**config.mk**
```make
export PLATFORM = sky130hd
export DESIGN_NAME = bfcr_regs
export DESIGN_NICKNAME = d
export VERILOG_FILES = /design/src/bfcr_pkg.sv /design/src/bfcr_fifo_mem.sv /design/src/bfcr_bit_packer.sv /design/src/bfcr_regs.sv
export SDC_FILE = /design/constraint.sdc
export NUM_CORES = 1
export LEC_CHECK = 0
export ABC_AREA = 1
export BUFFER_PORTS_ARGS = -buffer_cell sky130_fd_sc_hd__buf_2
export CAP_MARGIN = 20
export CORE_UTILIZATION = 62
export CTS_BUF_LIST = sky130_fd_sc_hd__clkbuf_16
export DETAILED_ROUTE_END_ITERATION = 8
export PLACE_DENSITY = 0.79
export SYNTH_ARGS = -nofsm -noshare
export SYNTH_HDL_FRONTEND = slang
export SYNTH_SLANG_ARGS = --single-unit
export TNS_END_PERCENT = 20
```
**constraint.sdc**
```tcl
create_clock -name clk -period 4.2 [get_ports clk]
set_input_delay 0.63 -clock clk [delete_from_list [all_inputs] [get_ports clk]]
set_output_delay 0.63 -clock clk [all_outputs]
set_load 0.02 [all_outputs]
```
**src/bfcr_pkg.sv**
```systemverilog
// Purpose: Shared constants of the bit framing and collision register bank.
// Assumes: 8-bit register port with 6-bit register addresses.
// Notes:   All offsets, field positions, reset values and state codes live here.
package bfcr_pkg;
    // ************************************************************
    // Register offsets
    // ************************************************************
    localparam int ADDR_W = 6;
    localparam logic [5:0] OFF_TIMER_RX  = 6'h0C;
    localparam logic [5:0] OFF_FRAME_ADJ = 6'h0D;
    localparam logic [5:0] OFF_COLL_REP  = 6'h0E;
    localparam logic [5:0] OFF_SPARE_A   = 6'h0F;
    localparam logic [5:0] OFF_SPARE_B   = 6'h10;

    // ************************************************************
    // Field positions and reset values
    // ************************************************************
    localparam int BIT_HALT      = 7;
    localparam int BIT_GO        = 6;
    localparam int BIT_LAUNCH    = 7;
    localparam int ALIGN_HI      = 6;
    localparam int ALIGN_LO      = 4;
    localparam int BIT_KEEP      = 7;
    localparam int BIT_POS_INVAL = 5;
    localparam logic [2:0] TIMER_RX_RSVD = 3'h2;
    localparam logic [7:0] SPARE_RESET   = 8'h00;
    localparam logic       KEEP_RESET    = 1'h1;
    localparam logic [2:0] ALIGN_RESET   = 3'h0;
    localparam logic [2:0] TXBITS_RESET  = 3'h0;
    localparam logic [5:0] CLASH_MAX_POS = 6'h20;

    // ************************************************************
    // Modem state codes
    // ************************************************************
    localparam logic [2:0] MODEM_IDLE  = 3'h0;
    localparam logic [2:0] MODEM_WAIT  = 3'h1;
    localparam logic [2:0] MODEM_TX    = 3'h3;
    localparam logic [2:0] MODEM_RX    = 3'h6;

    typedef enum {
        ST_IDLE,
        ST_WAIT_LAUNCH,
        ST_TRANSMIT,
        ST_RECEIVE
    } bfcr_modem_e;
endpackage

```
**src/bfcr_fifo_mem.sv**
```systemverilog
// Purpose: Storage array of the receive FIFO.
// Assumes: One write and one read port, both on clk.
// Notes:   Read data come out of a register one cycle after the read.
`timescale 1ns/1ps
module bfcr_fifo_mem #(
    parameter int DEPTH = 64,
    parameter int AW    = 6
) (
    input  wire logic          clk,
    input  wire logic          wr_en,
    input  wire logic [AW-1:0] wr_addr,
    input  wire logic [7:0]    wr_data,
    input  wire logic          rd_en,
    input  wire logic [AW-1:0] rd_addr,
    output logic      [7:0]    rd_data
);
    logic [7:0] mem [DEPTH];

    always_ff @(posedge clk) begin
        if (wr_en) begin
            mem[wr_addr] <= wr_data;
        end
        if (rd_en) begin
            rd_data <= mem[rd_addr];
        end
    end
endmodule // bfcr_fifo_mem

```
**src/bfcr_bit_packer.sv**
```systemverilog
// Purpose: Packs serial received bits into bytes at a chosen start position.
// Assumes: frame_start comes before the first bit of a frame.
// Notes:   A partial last byte is pushed at frame_end.
`timescale 1ns/1ps
module bfcr_bit_packer (
    input  wire logic       clk,
    input  wire logic       srst,
    input  wire logic [2:0] start_pos,
    input  wire logic       frame_start,
    input  wire logic       frame_end,
    input  wire logic       bit_valid,
    input  wire logic       bit_data,
    output logic            push_valid,
    output logic      [7:0] push_byte,
    output logic      [2:0] last_bits
);
    logic [7:0] shreg;
    logic [2:0] pos;
    logic [7:0] ins_byte;

    // Each lane takes the new bit only when the write position points at it.
    genvar i;
    generate
        for (i = 0; i < 8; i++) begin : g_lane
            assign ins_byte[i] = (pos == 3'(i)) ? bit_data : shreg[i];
        end
    endgenerate

    always_ff @(posedge clk) begin
        if (srst) begin
            shreg      <= 8'h00;
            pos        <= 3'h0;
            push_valid <= 1'b0;
            push_byte  <= 8'h00;
            last_bits  <= 3'h0;
        end else begin
            push_valid <= 1'b0;
            if (frame_start) begin
                shreg <= 8'h00;
                pos   <= start_pos;
            end else if (bit_valid) begin
                if (pos == 3'h7) begin
                    push_valid <= 1'b1;
                    push_byte  <= ins_byte;
                    shreg      <= 8'h00;
                end else begin
                    shreg <= ins_byte;
                end
                pos <= pos + 3'h1;
            end else if (frame_end) begin
                last_bits <= pos;
                if (pos != 3'h0) begin
                    push_valid <= 1'b1;
                    push_byte  <= shreg;
                end
            end
        end
    end
endmodule // bfcr_bit_packer

```
**src/bfcr_regs.sv**
```systemverilog
// Purpose: Timer strobes, bit framing and collision report registers.
// Assumes: Register port and receiver/transmitter events are synchronous to clk.
// Notes:   Received bits are packed and kept in an internal FIFO.
`timescale 1ns/1ps

// Functional notes
// - Writing one to control bit 7 halts the timer; reads as zero.
// - Writing one to control bit 6 starts the timer; reads as zero.
// - Control bits 2..0 report valid bits of last received byte, zero meaning all.
// - Framing bit 7 write launches transmission only while send-then-receive is active.
// - Framing bits 6..4 set FIFO position of the first received bit.
// - Framing bits 2..0 set bits sent of the final byte, zero meaning eight.
// - Collision bit 7 low makes the receiver clear all bits after a collision.
// - Collision bit 5 reads one when no collision or position out of range.
// - Collision bits 4..0 give first collision data bit position, 00h meaning 32.
// - Registers 0Fh and 10h are reserved and read 00h.
// - Modem state reports 001 while waiting for the transmit launch.
// - Received bits, aligned, are stored into the internal 64-byte FIFO.
module bfcr_regs #(
    parameter int FIFO_DEPTH = 64
) (
    input  wire logic                       clk,
    input  wire logic                       srst,
    input  wire logic [bfcr_pkg::ADDR_W-1:0] reg_addr,
    input  wire logic                       reg_wr,
    input  wire logic [7:0]                 reg_wdata,
    input  wire logic                       reg_rd,
    output logic      [7:0]                 reg_rdata,
    input  wire logic                       transceive_active,
    input  wire logic                       tx_done,
    input  wire logic                       rx_frame_start,
    input  wire logic                       rx_frame_end,
    input  wire logic                       rx_bit_valid,
    input  wire logic                       rx_bit,
    input  wire logic                       clash_detect,
    input  wire logic [5:0]                 clash_bit_index,
    input  wire logic                       fifo_rd,
    output logic      [7:0]                 fifo_rd_data,
    output logic      [6:0]                 fifo_level,
    output logic                            fifo_overflow,
    output logic                            timer_halt_strobe,
    output logic                            timer_go_strobe,
    output logic                            transmit_launch,
    output logic      [2:0]                 rx_first_bit_offset,
    output logic      [2:0]                 tx_final_bit_count,
    output logic                            keep_bits_after_clash,
    output logic      [2:0]                 modem_fsm_state
);
    localparam int AW = $clog2(FIFO_DEPTH);

    // ************************************************************
    // Elaboration checks
    // ************************************************************
    // The level field is seven bits wide, so deeper FIFOs cannot be reported.
    if (FIFO_DEPTH < 2 || FIFO_DEPTH > 64 || (1 << AW) != FIFO_DEPTH) begin : g_bad_depth
        $error("FIFO_DEPTH must be a power of two from 2 to 64.");
    end

    // ************************************************************
    // Register decode
    // ************************************************************
    wire logic wr_timer = reg_wr && (reg_addr == bfcr_pkg::OFF_TIMER_RX);
    wire logic wr_frame = reg_wr && (reg_addr == bfcr_pkg::OFF_FRAME_ADJ);
    wire logic wr_coll  = reg_wr && (reg_addr == bfcr_pkg::OFF_COLL_REP);

    logic [2:0] rx_last_bits;
    logic       clash_pos_invalid;
    logic [4:0] clash_position;
    logic       clash_seen;

    // Reserved bits read as zero except the fixed pattern of the control register.
    wire logic [7:0] rd_timer = {2'b00, bfcr_pkg::TIMER_RX_RSVD, rx_last_bits};
    wire logic [7:0] rd_frame = {1'b0, rx_first_bit_offset, 1'b0, tx_final_bit_count};
    wire logic [7:0] rd_coll  = {keep_bits_after_clash, 1'b0, clash_pos_invalid,
                                 clash_position};
    wire logic [7:0] rd_mux   =
        (reg_addr == bfcr_pkg::OFF_TIMER_RX)  ? rd_timer :
        (reg_addr == bfcr_pkg::OFF_FRAME_ADJ) ? rd_frame :
        (reg_addr == bfcr_pkg::OFF_COLL_REP)  ? rd_coll  :
        bfcr_pkg::SPARE_RESET;

    always_ff @(posedge clk) begin
        if (srst) begin
            reg_rdata <= 8'h00;
        end else if (reg_rd) begin
            reg_rdata <= rd_mux;
        end
    end

    // ************************************************************
    // Writable fields and strobes
    // ************************************************************
    // Only the writable fields are loaded; status fields have their own drivers.
    always_ff @(posedge clk) begin
        if (srst) begin
            rx_first_bit_offset   <= bfcr_pkg::ALIGN_RESET;
            tx_final_bit_count    <= bfcr_pkg::TXBITS_RESET;
            keep_bits_after_clash <= bfcr_pkg::KEEP_RESET;
        end else begin
            if (wr_frame) begin
                rx_first_bit_offset <= reg_wdata[bfcr_pkg::ALIGN_HI:bfcr_pkg::ALIGN_LO];
                tx_final_bit_count  <= reg_wdata[2:0];
            end
            if (wr_coll) begin
                keep_bits_after_clash <= reg_wdata[bfcr_pkg::BIT_KEEP];
            end
        end
    end

    wire logic launch_req = wr_frame && reg_wdata[bfcr_pkg::BIT_LAUNCH]
                            && transceive_active;

    always_ff @(posedge clk) begin
        if (srst) begin
            timer_halt_strobe <= 1'b0;
            timer_go_strobe   <= 1'b0;
            transmit_launch   <= 1'b0;
        end else begin
            timer_halt_strobe <= wr_timer && reg_wdata[bfcr_pkg::BIT_HALT];
            timer_go_strobe   <= wr_timer && reg_wdata[bfcr_pkg::BIT_GO];
            transmit_launch   <= launch_req;
        end
    end

    // ************************************************************
    // Modem state
    // ************************************************************
    bfcr_pkg::bfcr_modem_e state;
    bfcr_pkg::bfcr_modem_e next_state;

    always_comb begin
        next_state = state;
        case (state)
            bfcr_pkg::ST_IDLE: begin
                if (transceive_active) begin
                    next_state = bfcr_pkg::ST_WAIT_LAUNCH;
                end
            end
            bfcr_pkg::ST_WAIT_LAUNCH: begin
                if (launch_req) begin
                    next_state = bfcr_pkg::ST_TRANSMIT;
                end
            end
            bfcr_pkg::ST_TRANSMIT: begin
                if (tx_done) begin
                    next_state = bfcr_pkg::ST_RECEIVE;
                end
            end
            bfcr_pkg::ST_RECEIVE: begin
                if (rx_frame_end) begin
                    next_state = bfcr_pkg::ST_WAIT_LAUNCH;
                end
            end
            default: begin
                next_state = bfcr_pkg::ST_IDLE;
            end
        endcase
        // Dropping the command aborts the exchange from any state.
        if (!transceive_active) begin
            next_state = bfcr_pkg::ST_IDLE;
        end
    end

    always_ff @(posedge clk) begin
        if (srst) begin
            state <= bfcr_pkg::ST_IDLE;
        end else begin
            state <= next_state;
        end
    end

    assign modem_fsm_state =
        (state == bfcr_pkg::ST_WAIT_LAUNCH) ? bfcr_pkg::MODEM_WAIT :
        (state == bfcr_pkg::ST_TRANSMIT)    ? bfcr_pkg::MODEM_TX   :
        (state == bfcr_pkg::ST_RECEIVE)     ? bfcr_pkg::MODEM_RX   :
        bfcr_pkg::MODEM_IDLE;

    // ************************************************************
    // Collision capture
    // ************************************************************
    wire logic first_clash = clash_detect && !clash_seen;
    wire logic pos_in_range = (clash_bit_index != 6'h00)
                              && (clash_bit_index <= bfcr_pkg::CLASH_MAX_POS);

    // A clash in the same cycle as a new frame start still counts for that frame.
    always_ff @(posedge clk) begin
        if (srst) begin
            clash_seen        <= 1'b0;
            clash_pos_invalid <= 1'b1;
            clash_position    <= 5'h00;
        end else if (rx_frame_start) begin
            clash_seen        <= clash_detect;
            clash_pos_invalid <= !(clash_detect && pos_in_range);
            clash_position    <= clash_detect ? clash_bit_index[4:0] : 5'h00;
        end else if (first_clash) begin
            clash_seen        <= 1'b1;
            clash_pos_invalid <= !pos_in_range;
            clash_position    <= clash_bit_index[4:0];
        end
    end

    // ************************************************************
    // Receive packing and FIFO
    // ************************************************************
    // Bits after the clash are zeroed, including the clashing bit itself.
    wire logic clearing  = !keep_bits_after_clash && (clash_seen || clash_detect);
    wire logic bit_eff   = rx_bit && !clearing;

    logic       push_valid;
    logic [7:0] push_byte;

    bfcr_bit_packer u_packer (
        .clk         (clk),
        .srst        (srst),
        .start_pos   (rx_first_bit_offset),
        .frame_start (rx_frame_start),
        .frame_end   (rx_frame_end),
        .bit_valid   (rx_bit_valid),
        .bit_data    (bit_eff),
        .push_valid  (push_valid),
        .push_byte   (push_byte),
        .last_bits   (rx_last_bits)
    );

    logic [AW:0] wr_ptr;
    logic [AW:0] rd_ptr;
    wire logic [AW:0] used   = wr_ptr - rd_ptr;
    wire logic        full   = used[AW];
    wire logic        empty  = (used == '0);
    wire logic        do_wr  = push_valid && !full;
    wire logic        do_rd  = fifo_rd && !empty;

    assign fifo_level = 7'(used);

    always_ff @(posedge clk) begin
        if (srst) begin
            wr_ptr        <= '0;
            rd_ptr        <= '0;
            fifo_overflow <= 1'b0;
        end else begin
            if (do_wr) begin
                wr_ptr <= wr_ptr + (AW+1)'(1);
            end
            if (do_rd) begin
                rd_ptr <= rd_ptr + (AW+1)'(1);
            end
            // Sticky: a byte lost to a full FIFO is reported until reset.
            if (push_valid && full) begin
                fifo_overflow <= 1'b1;
            end
        end
    end

    bfcr_fifo_mem #(
        .DEPTH (FIFO_DEPTH),
        .AW    (AW)
    ) u_mem (
        .clk     (clk),
        .wr_en   (do_wr),
        .wr_addr (wr_ptr[AW-1:0]),
        .wr_data (push_byte),
        .rd_en   (do_rd),
        .rd_addr (rd_ptr[AW-1:0]),
        .rd_data (fifo_rd_data)
    );
endmodule // bfcr_regs

```
==> flow_summary_export.csv, run 1 <==
group,metric,value,unit
grt,grt_max_degree,260,
min_path,hold_path_class,"in2reg",
grt,gr-usage-all-layers,0.290,
timing,drv_slew,0,
pwr,irDropWorstVdd,0.000416,V
placed_design,port_buffers,67,
timing,timing.final.crit_share,0.856,
yosys,yosysMostFrequentCell,"nor2_1",
yosys,post-synth-top-area-cell,"edfxtp_1",
yosys,ys_async_sr_fraction,0,
routing,antenna_left,0,
placed_design,gp_congestion,0.898,
floorplanning,core,38700,um2
timing,finalHoldViolations,0,
grt,antenna_found_initial,0,
timing,max_freq,0.278,GHz
routing,remaining_drc_errors,0,
cts,tritoncts,"done",
timing,whs,0.274,ns
min_path,whs_path_depth,3,
grt,grt_pass1_wl,89800,um
floorplanning,dieArea,40100,um2
critical_path,cpPeakStageDelay,0.78,ns
timing,tightest_slew,1.37,ns
critical_path,r2r_end,"u_mem.mem[33][0]$_DFFE_PP_",
routing,wirelength,58000,um
routing,via_per_inst,6.00,
routing,drtPass1Iterations,6,
critical_path,rrSetupSlack,0.61,ns
grt,overflow,0,
yosys,yosysWarnings,0,
cts,clkSinkCount,585,
pwr,p_per_area,453,nW/um2
min_path,hp-start,"reg_wdata[1]",
cts,cts.repair.resized,0,
yosys,synth_ff_type,"edfxtp_1",
timing,tns,0,ns
cts,cts-root-buf,"clkbuf_16",
timing,setup_viol,0,
timing,layout_min_cycle_time,3.59,ns
yosys,netlist_top_cells_area,"edfxtp_1 (64%), nor2_1 (8.3%), dfxtp_1 (5.3%), o21ai_0 (5.2%), nand2_1 (4.0%)",
cts,clockBufferDepth,3,
critical_path,end_kind,"flop",
critical_path,startpoint_type,"flop",
yosys,postSynthAreaPerCell,11.1,um2
yosys,synth_cell_types,41,
timing,slew-limit-headroom,0.0876,
timing,grt_setup_unrepaired,"no",
critical_path,cp.required,4.42,ns
floorplanning,ios,69,
floorplanning,fp.dieH,200,um
cts,post_cts_buffers,0,
yosys,synth_nets,2249,
critical_path,crit-reg2reg-launch,"wr_ptr[0]$_SDFFE_PP0P_",
grt,grt_pass1_vias,16400,
yosys,yosys_register_bits,585,
final_layout,drive_gt1_frac,0.0964,
yosys,synth_top_area_frac,0.640,
yosys,synth_edf_count,520,
job,drv_cap,0,
cts,insertion_delay,0.61,ns
critical_path,startpoint,"wr_ptr[0]$_SDFFE_PP0P_",
critical_path,critPathKind,"reg2reg",
routing,vias,16900,
cts,cts_made_buffers,56,
final_layout,areaGrowthSynthToFinish,9.95,%
yosys,synthesis.instances,2199,
cts,htree_levels,2,
timing,clock_skew,0.0257,ns
yosys,synth_seq_area_share,0.693,
floorplanning,initial_utilization,0.630,
critical_path,path_max_fanout,14,
critical_path,crit_slowest_cell,"nor2_1",
cts,cts_hold_buffers,0,
placed_design,dp_hpwl,34700,um
final_layout,nets,2307,
final_layout,num_antenna_cells,0,
min_path,hold_end,"tx_final_bit_count[1]$_SDFFE_PP0N_",
pwr,power_leakage,0.00956,uW
floorplanning,row_count,72,
critical_path,worstPathArrival,3.82,ns
yosys,yosys-top-cells-count,"nor2_1 (538), edfxtp_1 (520), nand2_1 (257)",
yosys,netlist_area,24400,um2
cts,clk_pin_slew,0.06,ns
routing,drtIter0Drc,2100,
critical_path,path_cells,"inv_1, ha_1, fa_1, inv_1, nand2_1, nand3_1, nand2_2, nand2_4, nand2_4, nor2_4, nand2_1, nor2_1",
routing,routedWlPerCell,20.6,um
outcome,run_status,"complete, no violations",
critical_path,r2r_cells,12,
floorplanning,dieWidth,200,um
layout by cell type (no fill, tap or decap), types with 3 or more instances in the layout:
| master | synthesis | layout |
|---|---|---|
| clkinv_2 | 0 | 14 |
| nor2_1 | 538 | 537 |
| a22oi_1 | 3 | 3 |
| buf_4 | 23 | 45 |
| o21ai_0 | 255 | 255 |
| nor3_1 | 7 | 7 |
| o21ai_1 | 48 | 48 |
| clkinv_1 | 2 | 17 |
| nand4_1 | 4 | 4 |
| a21oi_1 | 71 | 71 |
| nand2_2 | 3 | 3 |
| nor2_2 | 2 | 3 |
| dfxtp_1 | 65 | 55 |
| o211ai_1 | 51 | 51 |
| bufinv_16 | 0 | 4 |
| dfxtp_2 | 0 | 8 |
| xor2_1 | 4 | 4 |
| nand2_1 | 257 | 257 |
| nand3_1 | 100 | 100 |
| a31oi_1 | 5 | 5 |
| buf_2 | 34 | 67 |
| clkbuf_16 | 0 | 56 |
| ha_1 | 17 | 17 |
| mux2i_1 | 3 | 3 |
| a211oi_1 | 7 | 7 |
| inv_2 | 5 | 5 |
| o22ai_1 | 5 | 5 |
| edfxtp_1 | 520 | 520 |
| inv_1 | 98 | 107 |
where the power goes:
group	internal [uW]	switching, uW
combinational	274	670
sequential	6360	83.0
clock	2670	2100
sequential cells by signal (all words and copies together), names as in the netlist:
register	cells
u_packer.pos	3
timer_go_strobe	1
keep_bits_after_clash	1
state	2
clash_position	5
fifo_overflow	1
transmit_launch	1
u_packer.push_byte	8
wr_ptr	7
clash_seen	1
u_mem.rd_data	8
timer_halt_strobe	1
reg_rdata	8
rd_ptr	7
clash_pos_invalid	1
rx_first_bit_offset	3
tx_final_bit_count	3
u_mem.mem	512
u_packer.last_bits	3
u_packer.push_valid	1
u_packer.shreg	8
critical path: cells and delay by family (launching register included):
family | cells | cell delay [ns]
DFF | 1 | 0.42
adders and majority gates | 2 | 0.63
and+or+nand+nor | 8 | 1.85
buffers and inverters | 2 | 0.30
area by class of cell:
cell class | count | area (um2)
Clock buffer | 56 | 1400
Clock inverter | 48 | 335
Fill cell | 2737 | 11900
Inverter | 106 | 403
Multi-Input combinational cell | 1395 | 6410
Sequential cell | 585 | 16900
Tap cell | 518 | 648
Timing Repair Buffer | 113 | 693
cells by family after synthesis:
logic type / count (synthesis) / synth area share
AOI/OAI and AO/OA: 449 / 0.0995
muxes: 3 / 0.00123
DFF: 585 / 0.693
xor gates and xnor gates: 5 / 0.00180
and+or+nand+nor: 920 / 0.150
adders and majority gates: 18 / 0.00954
buffers and inverters: 219 / 0.0441
metal layers:
layer  wire length, um  share of wire  global-route usage  vias up
met1             22400           0.39               0.391     8126
li1                  -              -                   -     7776
met4              2120          0.037               0.121        0
met2             28000           0.48               0.472      887
met5                 0              0                   0        -
met3              5520          0.095              0.0504      144
worst max path at each step:
| stage | end | cells past startpoint |
|---|---|---|
| 2_1_floorplan | u_mem.mem[7][0]$_DFFE_PP_ | 13 |
| 3_3_place_gp | u_mem.mem[46][1]$_DFFE_PP_ | 12 |
| 3_5_place_dp | u_mem.mem[38][3]$_DFFE_PP_ | 12 |
| 4_1_cts | u_mem.mem[33][2]$_DFFE_PP_ | 12 |
| 5_1_grt | u_mem.mem[38][0]$_DFFE_PP_ | 12 |
| 6_report | u_mem.mem[33][0]$_DFFE_PP_ | 12 |
per-stage QoR:
step	total power [uW]	utilization	std cells	area, um2	setup slack [ns]
3_3_place_gp	7460	0.648	2717	25100	0.780
2_1_floorplan	7230	-	2199	24400	1.08
6_report	12200	0.692	2821	26800	0.606
3_5_place_dp	7490	0.648	2717	25100	0.698
4_1_cts	12200	0.692	2821	26800	0.660
5_1_grt	12500	0.692	2821	26800	0.429
Power figures use the tool's default switching activity.
==> run 2, diff against run 1 <==
--- a/config.mk
+++ b/config.mk
@@ -9,9 +9,8 @@
 export BUFFER_PORTS_ARGS = -buffer_cell sky130_fd_sc_hd__buf_2
 export CAP_MARGIN = 20
 export CORE_UTILIZATION = 62
-export CTS_BUF_LIST = sky130_fd_sc_hd__clkbuf_16
 export DETAILED_ROUTE_END_ITERATION = 8
-export PLACE_DENSITY = 0.79
+export PLACE_DENSITY = 0.76
 export SYNTH_ARGS = -nofsm -noshare
 export SYNTH_HDL_FRONTEND = slang
 export SYNTH_SLANG_ARGS = --single-unit
==> run 2 against run 1 <==
  * Combinational power rose by 3.7%
  * Design area rose by 0.64%
  * Non-clock buffer count rose by 8
  * Die area did not move
  * Flip-flop and latch count did not move
  * Highest routed layer unchanged
  * Global-route usage fell by 0.14 points
  * Largest cell class unchanged
  * Clock skew rose by 0.00094 ns
  * Fmax fell by 4.6%
  * Critical path depth fell by 1
==> flow_summary_export.csv, run 2 (same netlist as run 1, synthesis figures left out) <==
group,metric,value,unit
cts,clk_pin_slew,0.06,ns
critical_path,end_kind,"flop",
routing,vias,16800,
grt,grt_pass1_vias,16200,
floorplanning,ios,69,
timing,tightest_slew,1.06,ns
placed_design,port_buffers,67,
critical_path,crit_slowest_cell,"nor2_1",
routing,via_per_inst,5.95,
critical_path,critical-path-top-delay-family,"simple AND/OR/NAND/NOR gates",
final_layout,areaGrowthSynthToFinish,10.7,%
floorplanning,core,38700,um2
floorplanning,row_count,72,
final_layout,largest_register_ffs,512,
timing,slew-limit-headroom,0.296,
critical_path,worstPathArrival,4.00,ns
cts,insertion_delay,0.61,ns
grt,grt_max_degree,209,
cts,post_cts_buffers,0,
min_path,hold_path_class,"in2reg",
final_layout,num_antenna_cells,0,
timing,clock_skew,0.0266,ns
routing,drtIter0Drc,2056,
grt,antenna_found_initial,0,
floorplanning,initial_utilization,0.630,
critical_path,path_max_fanout,14,
final_layout,most-common-layout-cells,"nor2_1 (537), edfxtp_1 (520), nand2_1 (257), o21ai_0 (255), nand3_1 (100)",
placed_design,dp_hpwl,34200,um
routing,routedWlPerCell,20.4,um
final_layout,nets,2315,
timing,max_freq,0.266,GHz
routing,drtPass1Iterations,6,
timing,grt_setup_unrepaired,"no",
pwr,irDropWorstVdd,0.000333,V
critical_path,cp.buffers_inverters,2,
cts,clockBufferDepth,3,
final_layout,drive_gt1_frac,0.0987,
floorplanning,fp.dieH,200,um
placed_design,gp_congestion,0.903,
cts,cts-root-buf,"clkbuf_16",
job,drv_cap,0,
grt,overflow,0,
floorplanning,dieArea,40100,um2
critical_path,startpoint_type,"flop",
timing,timing.final.crit_share,0.897,
timing,drv_slew,0,
critical_path,cpPeakStageDelay,0.74,ns
routing,remaining_drc_errors,0,
cts,cts.repair.resized,0,
timing,tns,0,ns
cts,tritoncts,"done",
timing,finalHoldViolations,0,
pwr,p_per_area,459,nW/um2
pwr,power_leakage,0.00961,uW
final_layout,final_common_cell,"nor2_1",
final_layout,fillCellCount,2757,
critical_path,path_cells,"inv_1, ha_1, nand2_1, inv_1, nand2_1, nand4_1, nand2_4, nand2_4, nor2_4, nand2_1, nor2_1",
final_layout,largest_register,"u_mem.mem",
cts,htree_levels,2,
routing,antenna_left,0,
routing,wirelength,57600,um
grt,gr-usage-all-layers,0.289,
critical_path,critPathKind,"reg2reg",
grt,grt_pass1_wl,88800,um
timing,whs,0.275,ns
cts,cts_made_buffers,56,
outcome,run_status,"complete, no violations",
cts,cts_hold_buffers,0,
cts,clkSinkCount,585,
timing,layout_min_cycle_time,3.77,ns
timing,setup_viol,0,
critical_path,cp.required,4.44,ns
floorplanning,dieWidth,200,um
critical_path,cp_common_cell,"nand2_1",
## run 2: layout make-up
cell class | instances | area [um2] | area share
clock buffer | 80 | 1550 | 0.0573
clock inverter | 23 | 277 | 0.0102
inverter | 106 | 403 | 0.0149
multi-input combinational | 1395 | 6410 | 0.237
sequential | 585 | 16900 | 0.627
tap | 518 | 648 | 0.0240
timing repair buffer | 121 | 778 | 0.0288
## run 2: through the flow
stage / instances / instance area [um2] / util / worst slack [ns] / power (uW)
4_1_cts: 2828 / 27000 / 0.697 / 0.564 / 12400
3_5_place_dp: 2725 / 25200 / 0.650 / 0.631 / 7510
3_3_place_gp: 2725 / 25200 / 0.650 / 0.761 / 7480
2_1_floorplan: 2199 / 24400 / - / 1.08 / 7230
6_report: 2828 / 27000 / 0.697 / 0.434 / 12400
5_1_grt: 2828 / 27000 / 0.697 / 0.275 / 12800
## run 2: path summary, 6_finish.rpt
path,from,to,depth (start not counted),slack [ns]
setup reg to reg,rd_ptr[4]$_SDFFE_PP0P_,u_mem.mem[3][6]$_DFFE_PP_,11,0.43
setup / recovery,rd_ptr[4]$_SDFFE_PP0P_,u_mem.mem[3][6]$_DFFE_PP_,11,0.43
hold reg to reg,u_packer.shreg[7]$_SDFFE_PP0P_,u_packer.shreg[7]$_SDFFE_PP0P_,2,0.45
hold / removal,reg_wdata[1],tx_final_bit_count[1]$_SDFFE_PP0N_,3,0.28
## run 2: power by group
group	internal, uW	switching (uW)
Sequential	6360	57.6
Clock	2930	2070
Combinational	280	699
## run 2: worst min-delay path, stage by stage
cell and delay (ns):
buf_2 0.08, nor2_1 0.04, nor2_1 0.08
## run 2: layer usage
layer  up-vias  GRT usage  share of wire  wire length [um]
li1       7783          -              -                 -
met1      8013      0.390           0.39             22600
met2       905      0.471           0.47             27300
met3       123     0.0620           0.11              6140
met4         0     0.0943          0.028              1640
met5         -          0              0                 0
